`src/logic/sdfp_pkg.sv`:
```
// Package for the stepper driver fault protection block.
// Assumes a single 10 MHz clock; all timing derived from that rate.
package sdfp_pkg;

    // ******************************
    // Timing
    // ******************************
    localparam int CLK_HZ = 10_000_000;
    localparam int BLINK_ON_MS = 200;
    localparam int BLINK_OFF_MS = 200;
    localparam int GROUP_GAP_MS = 1200;
    localparam int BLINK_ON_CYC = CLK_HZ / 1000 * BLINK_ON_MS;
    localparam int BLINK_OFF_CYC = CLK_HZ / 1000 * BLINK_OFF_MS;
    localparam int GROUP_GAP_CYC = CLK_HZ / 1000 * GROUP_GAP_MS;
    localparam int TMR_W = 24;

    // ******************************
    // Fault causes and blink counts
    // ******************************
    localparam logic [3:0] BLINKS_OVERHEAT = 4'h2;
    localparam logic [3:0] BLINKS_OVERVOLT = 4'h3;
    localparam logic [3:0] BLINKS_OVERCURR = 4'h5;
    localparam logic [3:0] BLINKS_NONE = 4'h0;

    typedef enum logic [1:0] {
        SDFP_C_NONE,
        SDFP_C_HEAT,
        SDFP_C_VOLT,
        SDFP_C_CURR
    } sdfp_cause_t;

    typedef enum logic [1:0] {
        SDFP_L_IDLE,
        SDFP_L_ON,
        SDFP_L_OFF,
        SDFP_L_GAP
    } sdfp_lamp_t;

    typedef struct packed {
        logic overheat;
        logic overvolt;
        logic overcurr;
    } sdfp_det_t;

    typedef struct packed {
        sdfp_det_t det_s1;
        sdfp_det_t det_s2;
        logic wnd_off_s1;
        logic wnd_off_s2;
        sdfp_cause_t cause;
        sdfp_lamp_t lamp_st;
        logic [TMR_W-1:0] tmr;
        logic [3:0] blink_cnt;
        logic fault_alarm_output;
        logic motor_current_enable;
        logic fault_indicator_lamp;
    } sdfp_state_t;

endpackage : sdfp_pkg

```
`src/logic/sdfp_top.sv`:
```
// Fault protection and alarm lamp logic of a two-phase stepper driver.
// Assumes detector and all-windings-off inputs are asynchronous pins,
// and that rst is the power-on reset of the driver.
`timescale 1ns/1ps

// How it works
// - Any detector trip drives fault alarm output to OFF.
// - Motor current is cut in the same cycle the alarm goes OFF.
// - While latched, lamp blinks a cause-dependent count, repeated.
// - Overheat trips and gives two blinks per group.
// - Overvoltage trips and gives three blinks per group.
// - Overcurrent trips and gives five blinks per group.
// - Fault stays latched until power-on reset only.
// - All-windings-off ON removes excitation; OFF restores it unless a fault is latched.
module sdfp_top (
    input wire logic clk,
    input wire logic rst,
    input wire sdfp_pkg::sdfp_det_t det_in,
    input wire logic all_windings_off_input,
    output logic fault_alarm_output,
    output logic motor_current_enable,
    output logic fault_indicator_lamp
);

    sdfp_pkg::sdfp_state_t st;
    sdfp_pkg::sdfp_state_t next_st;

    localparam int TMR_W = sdfp_pkg::TMR_W;

    function automatic logic [3:0] blinks_of(input sdfp_pkg::sdfp_cause_t c);
        case (c)
            sdfp_pkg::SDFP_C_HEAT: blinks_of = sdfp_pkg::BLINKS_OVERHEAT;
            sdfp_pkg::SDFP_C_VOLT: blinks_of = sdfp_pkg::BLINKS_OVERVOLT;
            sdfp_pkg::SDFP_C_CURR: blinks_of = sdfp_pkg::BLINKS_OVERCURR;
            default: blinks_of = sdfp_pkg::BLINKS_NONE;
        endcase
    endfunction : blinks_of

    // ******************************
    // Next state
    // ******************************
    always_comb begin
        next_st = st;
        next_st.det_s1 = det_in;
        next_st.det_s2 = st.det_s1;
        next_st.wnd_off_s1 = all_windings_off_input;
        next_st.wnd_off_s2 = st.wnd_off_s1;
        if (st.cause == sdfp_pkg::SDFP_C_NONE) begin
            if (st.det_s2.overcurr) begin
                next_st.cause = sdfp_pkg::SDFP_C_CURR;
            end else if (st.det_s2.overvolt) begin
                next_st.cause = sdfp_pkg::SDFP_C_VOLT;
            end else if (st.det_s2.overheat) begin
                next_st.cause = sdfp_pkg::SDFP_C_HEAT;
            end
        end
        // Alarm OFF on any latched fault
        next_st.fault_alarm_output = (next_st.cause == sdfp_pkg::SDFP_C_NONE);
        // Current cut with alarm or windings off
        next_st.motor_current_enable = (next_st.cause == sdfp_pkg::SDFP_C_NONE)
            && !st.wnd_off_s2;
        if (st.tmr != '0) begin
            next_st.tmr = st.tmr - 1'b1;
        end
        case (st.lamp_st)
            sdfp_pkg::SDFP_L_IDLE: begin
                if (st.cause != sdfp_pkg::SDFP_C_NONE) begin
                    next_st.lamp_st = sdfp_pkg::SDFP_L_ON;
                    next_st.blink_cnt = blinks_of(st.cause);
                    next_st.tmr = TMR_W'(sdfp_pkg::BLINK_ON_CYC - 1);
                end
            end
            sdfp_pkg::SDFP_L_ON: begin
                if (st.tmr == '0) begin
                    next_st.blink_cnt = st.blink_cnt - 1'b1;
                    if (st.blink_cnt == 4'h1) begin
                        next_st.lamp_st = sdfp_pkg::SDFP_L_GAP;
                        next_st.tmr = TMR_W'(sdfp_pkg::GROUP_GAP_CYC - 1);
                    end else begin
                        next_st.lamp_st = sdfp_pkg::SDFP_L_OFF;
                        next_st.tmr = TMR_W'(sdfp_pkg::BLINK_OFF_CYC - 1);
                    end
                end
            end
            sdfp_pkg::SDFP_L_OFF: begin
                if (st.tmr == '0) begin
                    next_st.lamp_st = sdfp_pkg::SDFP_L_ON;
                    next_st.tmr = TMR_W'(sdfp_pkg::BLINK_ON_CYC - 1);
                end
            end
            sdfp_pkg::SDFP_L_GAP: begin
                if (st.tmr == '0) begin
                    next_st.lamp_st = sdfp_pkg::SDFP_L_ON;
                    next_st.blink_cnt = blinks_of(st.cause);
                    next_st.tmr = TMR_W'(sdfp_pkg::BLINK_ON_CYC - 1);
                end
            end
            default: next_st.lamp_st = sdfp_pkg::SDFP_L_IDLE;
        endcase
        next_st.fault_indicator_lamp = (next_st.lamp_st == sdfp_pkg::SDFP_L_ON);
    end

    // ******************************
    // Registers
    // ******************************
    always_ff @(posedge clk or posedge rst) begin
        if (rst) begin
            st <= '{default: '0, fault_alarm_output: 1'b1,
                cause: sdfp_pkg::SDFP_C_NONE, lamp_st: sdfp_pkg::SDFP_L_IDLE};
        end else begin
            st <= next_st;
        end
    end

    assign fault_alarm_output = st.fault_alarm_output;
    assign motor_current_enable = st.motor_current_enable;
    assign fault_indicator_lamp = st.fault_indicator_lamp;

    // ******************************
    // Checks
    // ******************************
    // Alarm and current drop together
    alarm_cuts_a: assert property (@(posedge clk) disable iff (rst)
        $fell(fault_alarm_output) |-> !motor_current_enable)
        else $error("current not cut with alarm");
    // Trip reaches alarm in three cycles
    trip_alarm_a: assert property (@(posedge clk) disable iff (rst)
        (det_in != '0) |-> ##[1:4] !fault_alarm_output)
        else $error("alarm not off after trip");
    // Alarm never returns without reset
    alarm_latch_a: assert property (@(posedge clk) disable iff (rst)
        !fault_alarm_output |=> !fault_alarm_output)
        else $error("alarm returned on");
    // Windings off removes excitation; two sync stages plus output flop
    wind_cut_a: assert property (@(posedge clk) disable iff (rst)
        all_windings_off_input [*4] |-> !motor_current_enable)
        else $error("excitation not removed");
    // Windings restored when released and healthy
    wind_back_a: assert property (@(posedge clk) disable iff (rst)
        (!all_windings_off_input && fault_alarm_output) [*4] |-> motor_current_enable)
        else $error("excitation not restored");
    // Lamp dark while healthy
    lamp_dark_a: assert property (@(posedge clk) disable iff (rst)
        fault_alarm_output |-> !fault_indicator_lamp)
        else $error("lamp lit without fault");
    // Overheat blink count loaded
    heat_cnt_a: assert property (@(posedge clk) disable iff (rst)
        (st.lamp_st == sdfp_pkg::SDFP_L_IDLE && st.cause == sdfp_pkg::SDFP_C_HEAT)
        |=> st.blink_cnt == sdfp_pkg::BLINKS_OVERHEAT)
        else $error("overheat count wrong");
    // Overvoltage blink count loaded
    volt_cnt_a: assert property (@(posedge clk) disable iff (rst)
        (st.lamp_st == sdfp_pkg::SDFP_L_IDLE && st.cause == sdfp_pkg::SDFP_C_VOLT)
        |=> st.blink_cnt == sdfp_pkg::BLINKS_OVERVOLT)
        else $error("overvoltage count wrong");
    // Overcurrent blink count loaded
    curr_cnt_a: assert property (@(posedge clk) disable iff (rst)
        (st.lamp_st == sdfp_pkg::SDFP_L_IDLE && st.cause == sdfp_pkg::SDFP_C_CURR)
        |=> st.blink_cnt == sdfp_pkg::BLINKS_OVERCURR)
        else $error("overcurrent count wrong");
    // Last blink leads to the long gap
    group_gap_a: assert property (@(posedge clk) disable iff (rst)
        (st.lamp_st == sdfp_pkg::SDFP_L_ON && st.tmr == '0 && st.blink_cnt == 4'h1)
        |=> st.lamp_st == sdfp_pkg::SDFP_L_GAP
            && st.tmr == TMR_W'(sdfp_pkg::GROUP_GAP_CYC - 1))
        else $error("no group gap");

    // ******************************
    // Cause, current and lamp checks
    // ******************************
    // Cause frozen once latched
    cause_hold_a: assert property (@(posedge clk) disable iff (rst)
        st.cause != sdfp_pkg::SDFP_C_NONE |=> $stable(st.cause))
        else $error("cause changed after latch");
    // Overcurrent wins any tie
    curr_pick_a: assert property (@(posedge clk) disable iff (rst)
        (st.cause == sdfp_pkg::SDFP_C_NONE && st.det_s2.overcurr)
        |=> st.cause == sdfp_pkg::SDFP_C_CURR)
        else $error("overcurrent not latched");
    // Overvoltage latched when no overcurrent
    volt_pick_a: assert property (@(posedge clk) disable iff (rst)
        (st.cause == sdfp_pkg::SDFP_C_NONE && st.det_s2.overvolt && !st.det_s2.overcurr)
        |=> st.cause == sdfp_pkg::SDFP_C_VOLT)
        else $error("overvoltage not latched");
    // Overheat latched when alone
    heat_pick_a: assert property (@(posedge clk) disable iff (rst)
        (st.cause == sdfp_pkg::SDFP_C_NONE && st.det_s2.overheat
            && !st.det_s2.overvolt && !st.det_s2.overcurr)
        |=> st.cause == sdfp_pkg::SDFP_C_HEAT)
        else $error("overheat not latched");
    // No current while alarm is OFF
    fault_cut_a: assert property (@(posedge clk) disable iff (rst)
        !fault_alarm_output |-> !motor_current_enable)
        else $error("current on during fault");
    // Synced windings-off drops current next edge
    wind_sync_cut_a: assert property (@(posedge clk) disable iff (rst)
        st.wnd_off_s2 |=> !motor_current_enable)
        else $error("windings still excited");
    // Lamp lights one cycle after the alarm goes OFF
    lamp_start_a: assert property (@(posedge clk) disable iff (rst)
        $fell(fault_alarm_output) |=> fault_indicator_lamp)
        else $error("lamp not lit after trip");
    // Every lit phase starts with a full timer
    lamp_on_time_a: assert property (@(posedge clk) disable iff (rst)
        $rose(fault_indicator_lamp) |-> st.tmr == TMR_W'(sdfp_pkg::BLINK_ON_CYC - 1))
        else $error("lit phase timer wrong");
    // Lamp stays lit until its timer runs out
    lamp_hold_a: assert property (@(posedge clk) disable iff (rst)
        (fault_indicator_lamp && st.tmr != '0) |=> fault_indicator_lamp)
        else $error("lit phase cut short");
    // Sequencer idle while healthy
    lamp_idle_a: assert property (@(posedge clk) disable iff (rst)
        st.cause == sdfp_pkg::SDFP_C_NONE |-> st.lamp_st == sdfp_pkg::SDFP_L_IDLE)
        else $error("sequencer busy without fault");
    // Lit phase always has blinks left
    cnt_live_a: assert property (@(posedge clk) disable iff (rst)
        st.lamp_st == sdfp_pkg::SDFP_L_ON |-> st.blink_cnt != '0)
        else $error("blink count empty while lit");

endmodule : sdfp_top

```
`config.mk`:
```
export PLATFORM = sky130hd
export DESIGN_NAME = sdfp_top
export DESIGN_NICKNAME = d
export VERILOG_FILES = /design/src/logic/sdfp_pkg.sv /design/src/logic/sdfp_top.sv
export SDC_FILE = /design/constraint.sdc
export NUM_CORES = 1
export LEC_CHECK = 0
export ABC_AREA = 1
export BUFFER_PORTS_ARGS = -buffer_cell sky130_fd_sc_hd__buf_2
export CORE_MARGIN = 2
export CORE_UTILIZATION = 26
export DETAILED_ROUTE_END_ITERATION = 12
export GPL_TIMING_DRIVEN = 1
export PLACE_DENSITY = 0.48
export SYNTH_ARGS = -nofsm -noshare
export SYNTH_HDL_FRONTEND = slang
export SYNTH_SLANG_ARGS = --single-unit
```
`constraint.sdc`:
```
create_clock -name clk -period 3.7 [get_ports clk]
set_input_delay 0.74 -clock clk [delete_from_list [all_inputs] [get_ports clk]]
set_output_delay 0.74 -clock clk [all_outputs]
set_load 0.02 [all_outputs]
```
[Word-level counts from Yosys, hierarchy flattened]
Cells that the tools add are included.
Storage, ports and cells
  register bits after elaboration: 43
Operators by class
  equal/unequal tests: 11
  reductions and logical operators: 10
  mux-type cells: 13
  add/sub/neg operators: 2
Operators with widths (number)
  case mux 26 bit (4 select lines): 1
  two-way mux 30 bit: 3
  two-way mux 26 bit: 1
  two-way mux 25 bit: 1
  logical NOT 24 bit: 1
  two-way mux 24 bit: 1
  nonzero test 24 bit: 1
  subtractor 24 x 1 -> 24 bit (second input constant): 1
  case mux 4 bit (3 select lines): 1
  case mux 3 bit (3 select lines): 1
  equality test 2 bit (second input constant): 4
  two-way mux 2 bit: 4
  equality test 2 x 1 -> 1 bit (second input constant): 3
  logical NOT 2 bit: 3
  inequality test 2 bit (second input constant): 3
  equality test 4 x 1 -> 1 bit (second input constant): 1
  AND reduction 4 bit: 1
  subtractor 4 x 1 -> 4 bit (second input constant): 1
  nonzero test 3 bit: 1
  nonzero test 2 bit: 1
  logical AND 1 bit: 1
  logical NOT 1 bit: 1

[Logic depth before layout (Yosys ltp)]
  word-level depth: 6
  mapped depth: 13
  mapped depth without buffers: 13

[Worst setup path before layout]
No wires, ideal clock.
  path kind: flip-flop to flip-flop
  start point: register st[7] (netlist bit)
  end point: register st[7] (netlist bit)
  path buffers: 0
  clock period less this slack: 1.633 ns
  cell stages (with the launch flop): 11
  required time: 3.575 ns
  setup slack: 2.067 ns
  data arrival time: 1.508 ns
  cell sequence: dfrtp_1 -> inv_1 -> ha_1 -> nand2_1 -> nor2_1 -> nand2_2 -> nor2_8 -> inv_1 -> ha_1 -> nor2_1 -> a21oi_1
RTL lines
  start: declaration: RTL line sdfp_top.sv:25  | sdfp_pkg::sdfp_state_t st;
  start signal: assignment: RTL line sdfp_top.sv:108  | st <= '{default: '0, fault_alarm_output: 1'b1,
  start signal: assignment: RTL line sdfp_top.sv:111  | st <= next_st;

==> results.ini <==
[timing]
finalClockSkew_ns=0.00910
fin_crit_sh=0.498
finalSetupTns_ns=0
final_max_slew_viol_count=0
hold_viol=0
report.final.setup_viol=0
layout_min_cycle_time_ns=1.84
grt_setup_unrepaired=false
timing.max_slew.rel_slack=0.398
maxClockFrequency_ghz=0.543
tightest_slew_ns=0.901

[power_and_ir_drop]
cell_internal_pwr_w=0.000813
power.density_nw_per_um2=444
vdd_drop_max_mv=0.264
portion_of_total_power_attributed_to_the_clock_network=0.252
switchingPower_w=0.000480
share_comb_of_total_power=0.274
switching_share=0.371
p_seq_frac=0.474
leakage_nw=1.39

[layout]
nets=360
diode_insertion_count_for_antenna_repair=0
synthToLayoutAreaGrowth_pct=10.6
final_core_util=0.297
register_area_sq_um=1080
layout.filler_cells=1115
multiInputGateArea_sq_um=1370
finish.cell_count_without_fillers=480
final_layout_size_suffix_gt1_frac=0.164

[floorplan]
die_area_sq_um=11000
num_rows=36
io-pin-count=9
die_w_um=105
initial_core_util=0.268
core_sq_um=9820
chipHeight_um=105

[clock_network]
clk_path_buf_depth=2
clkLatencyLatePin_ns=0.31
cts_tree=done
clock_tree.htree_level_count=2
cts_root_buffer=clkbuf_8
cts.sinks=43
buffers_inserted_by_post_cts_timing_repair=0
postCtsResizedCells=0
cts_made_buffers=5
cts_hold_buf=0
clk_pin_slew_ns=0.10

[route]
drtPass1Iterations=5
antenna_violation_net_count_after_detailed_routing=0
wire_per_inst_um=12.1
vias=2114
postRouteWirelength_um=5800
drt_first_iter_violations=94
remaining_routing_drc_violations=0
avgViaCountPerCell=4.40

[run]
drv_cap=0

[global_routing]
antenna_found_initial=0
globalRouteTotalUtil=0.116
grt-ovfl-total=0
grt_pass1_wl_um=10300
maximum_number_of_pins_on_one_net_before_global_route_repair=44
number_of_global_route_vias_before_repair=2134

[hold_path]
worst_hold_path_type=reg2reg

[synth]
synthesis.nets=347
yosysSeqAreaShare=0.409
total_of_flip_flops_plus_latches_after_synthesis=43
synth_warnings=0
mappedNetlistArea_sq_um=2640
yosys.cell_types.count=33
syn-mean-instance-area_sq_um=7.91
synth_cells=333

[status]
outcome=complete, no violations

[placement]
port-buffer-count=8
final_hpwl_from_detailed_placement_um=4550
finalWeightedCongestion=0.845
placed_cells_incl_taps=472

[setup_path]
worst_setup_path_start_kind=register
maximum_fanout_along_the_worst_path=17
setup.worst_path.class=reg2reg
critical_path_arrival_ns=2.06
cp-end-kind=register
cp.required_ns=3.91

final timing paths:
| kind | from | to | slack [ns] | depth (start not counted) |
|---|---|---|---|---|
| worst max-delay path | st[7] | st[15] | 1.86 | 11 |
| worst min-delay path | next_st[38] | st[38] | 0.36 | 0 |
| worst max register to register | st[7] | st[15] | 1.86 | 11 |
| worst min register to register | next_st[38] | st[38] | 0.36 | 0 |
| max in group asynchronous | rst | st[22] | 2.52 | 2 |
| min in group asynchronous | rst | st[5] | 0.62 | 2 |
cells in the mapped netlist, drive strengths merged:
master | count | area (sq um)
a21oi | 12 | 75.1
buf | 2 | 22.5
dfrtp | 42 | 1050
dfstp | 1 | 26.3
ha | 8 | 100
inv | 44 | 165
nand2 | 87 | 377
nand3 | 42 | 233
nand3b | 5 | 37.5
nand4 | 3 | 25.0
nor2 | 57 | 318
nor3 | 7 | 40.0
o211ai | 2 | 15.0
o21ai | 9 | 48.8
o21bai | 1 | 7.51
o221ai | 1 | 8.76
or2 | 1 | 6.26
xnor2 | 2 | 17.5
xor2 | 7 | 61.3
cell families (layout without fill, tap and decap cells):
logic type,Yosys count,count (layout),share of synthesized area
and+or+nand+nor,202,202,0.393
DFF,43,43,0.409
adders and majority gates,8,8,0.0380
buffers and inverters,46,60,0.0712
AOI/OAI and AO/OA,25,25,0.0589
xor gates and xnor gates,9,9,0.0299
critical path: stages, from the launching register on:
cell	delay, ns
dfrtp_1	0.42
inv_1	0.09
ha_1	0.19
inv_1	0.05
nor2_1	0.08
nand2_1	0.07
nor2_2	0.13
nand3_4	0.20
a21oi_4	0.27
inv_2	0.13
nand3_1	0.09
inv_1	0.04
metrics by stage:
stage          hold slack, ns  cell area (sq um)  setup WS (ns)  power, W
2_1_floorplan           0.331               2640           1.96  0.000891
5_1_grt                 0.376               2910           1.62   0.00140
6_report                0.358               2910           1.86   0.00129
3_5_place_dp            0.338               2820           1.84  0.000982
4_1_cts                 0.363               2910           1.83   0.00131
3_3_place_gp            0.334               2820           1.88  0.000982
power by group through the flow:
stage               sequential (W)  combinational, W  clock, W
finish                    0.000614          0.000354  0.000325
global route              0.000625          0.000413  0.000364
CTS                       0.000614          0.000360  0.000340
detailed placement        0.000624          0.000358         0
global placement          0.000624          0.000358         0
floorplan                 0.000618          0.000272         0
cell type report:
| class | instances | area share |
|---|---|---|
| multi-input combinational | 244 | 0.470 |
| sequential | 43 | 0.370 |
| tap | 133 | 0.0571 |
| inverter | 44 | 0.0567 |
| clock buffer | 5 | 0.0236 |
| timing repair buffer | 8 | 0.0137 |
| clock inverter | 3 | 0.00902 |
metal layers:
metal,global-route usage,vias to the layer above,share of wire
met1,0.157,996,0.48
met4,0.0400,0,0.022
met5,0,-,0
met2,0.190,26,0.47
met3,0.0187,10,0.027
li1,-,1082,-
layout by cell type (no fill, tap or decap), drive strengths merged:
master and n:
xor2 7, dfrtp 42, nand4 3, buf 8, a21oi 12, inv 47
o211ai 2, nand3 42, nor3 7, o21ai 9, or2 1, nor2 57
xnor2 2, dfstp 1, o21bai 1, clkbuf 5, ha 8, o221ai 1
nand3b 5, nand2 87
flip-flops by register name, indices dropped and copies added (netlist names):
| signal | flops |
|---|---|
| next_st | 4 |
| fault_alarm_output | 1 |
| motor_current_enable | 1 |
| fault_indicator_lamp | 1 |
| st | 36 |
No activity file was read; power rests on OpenSTA's default activity.
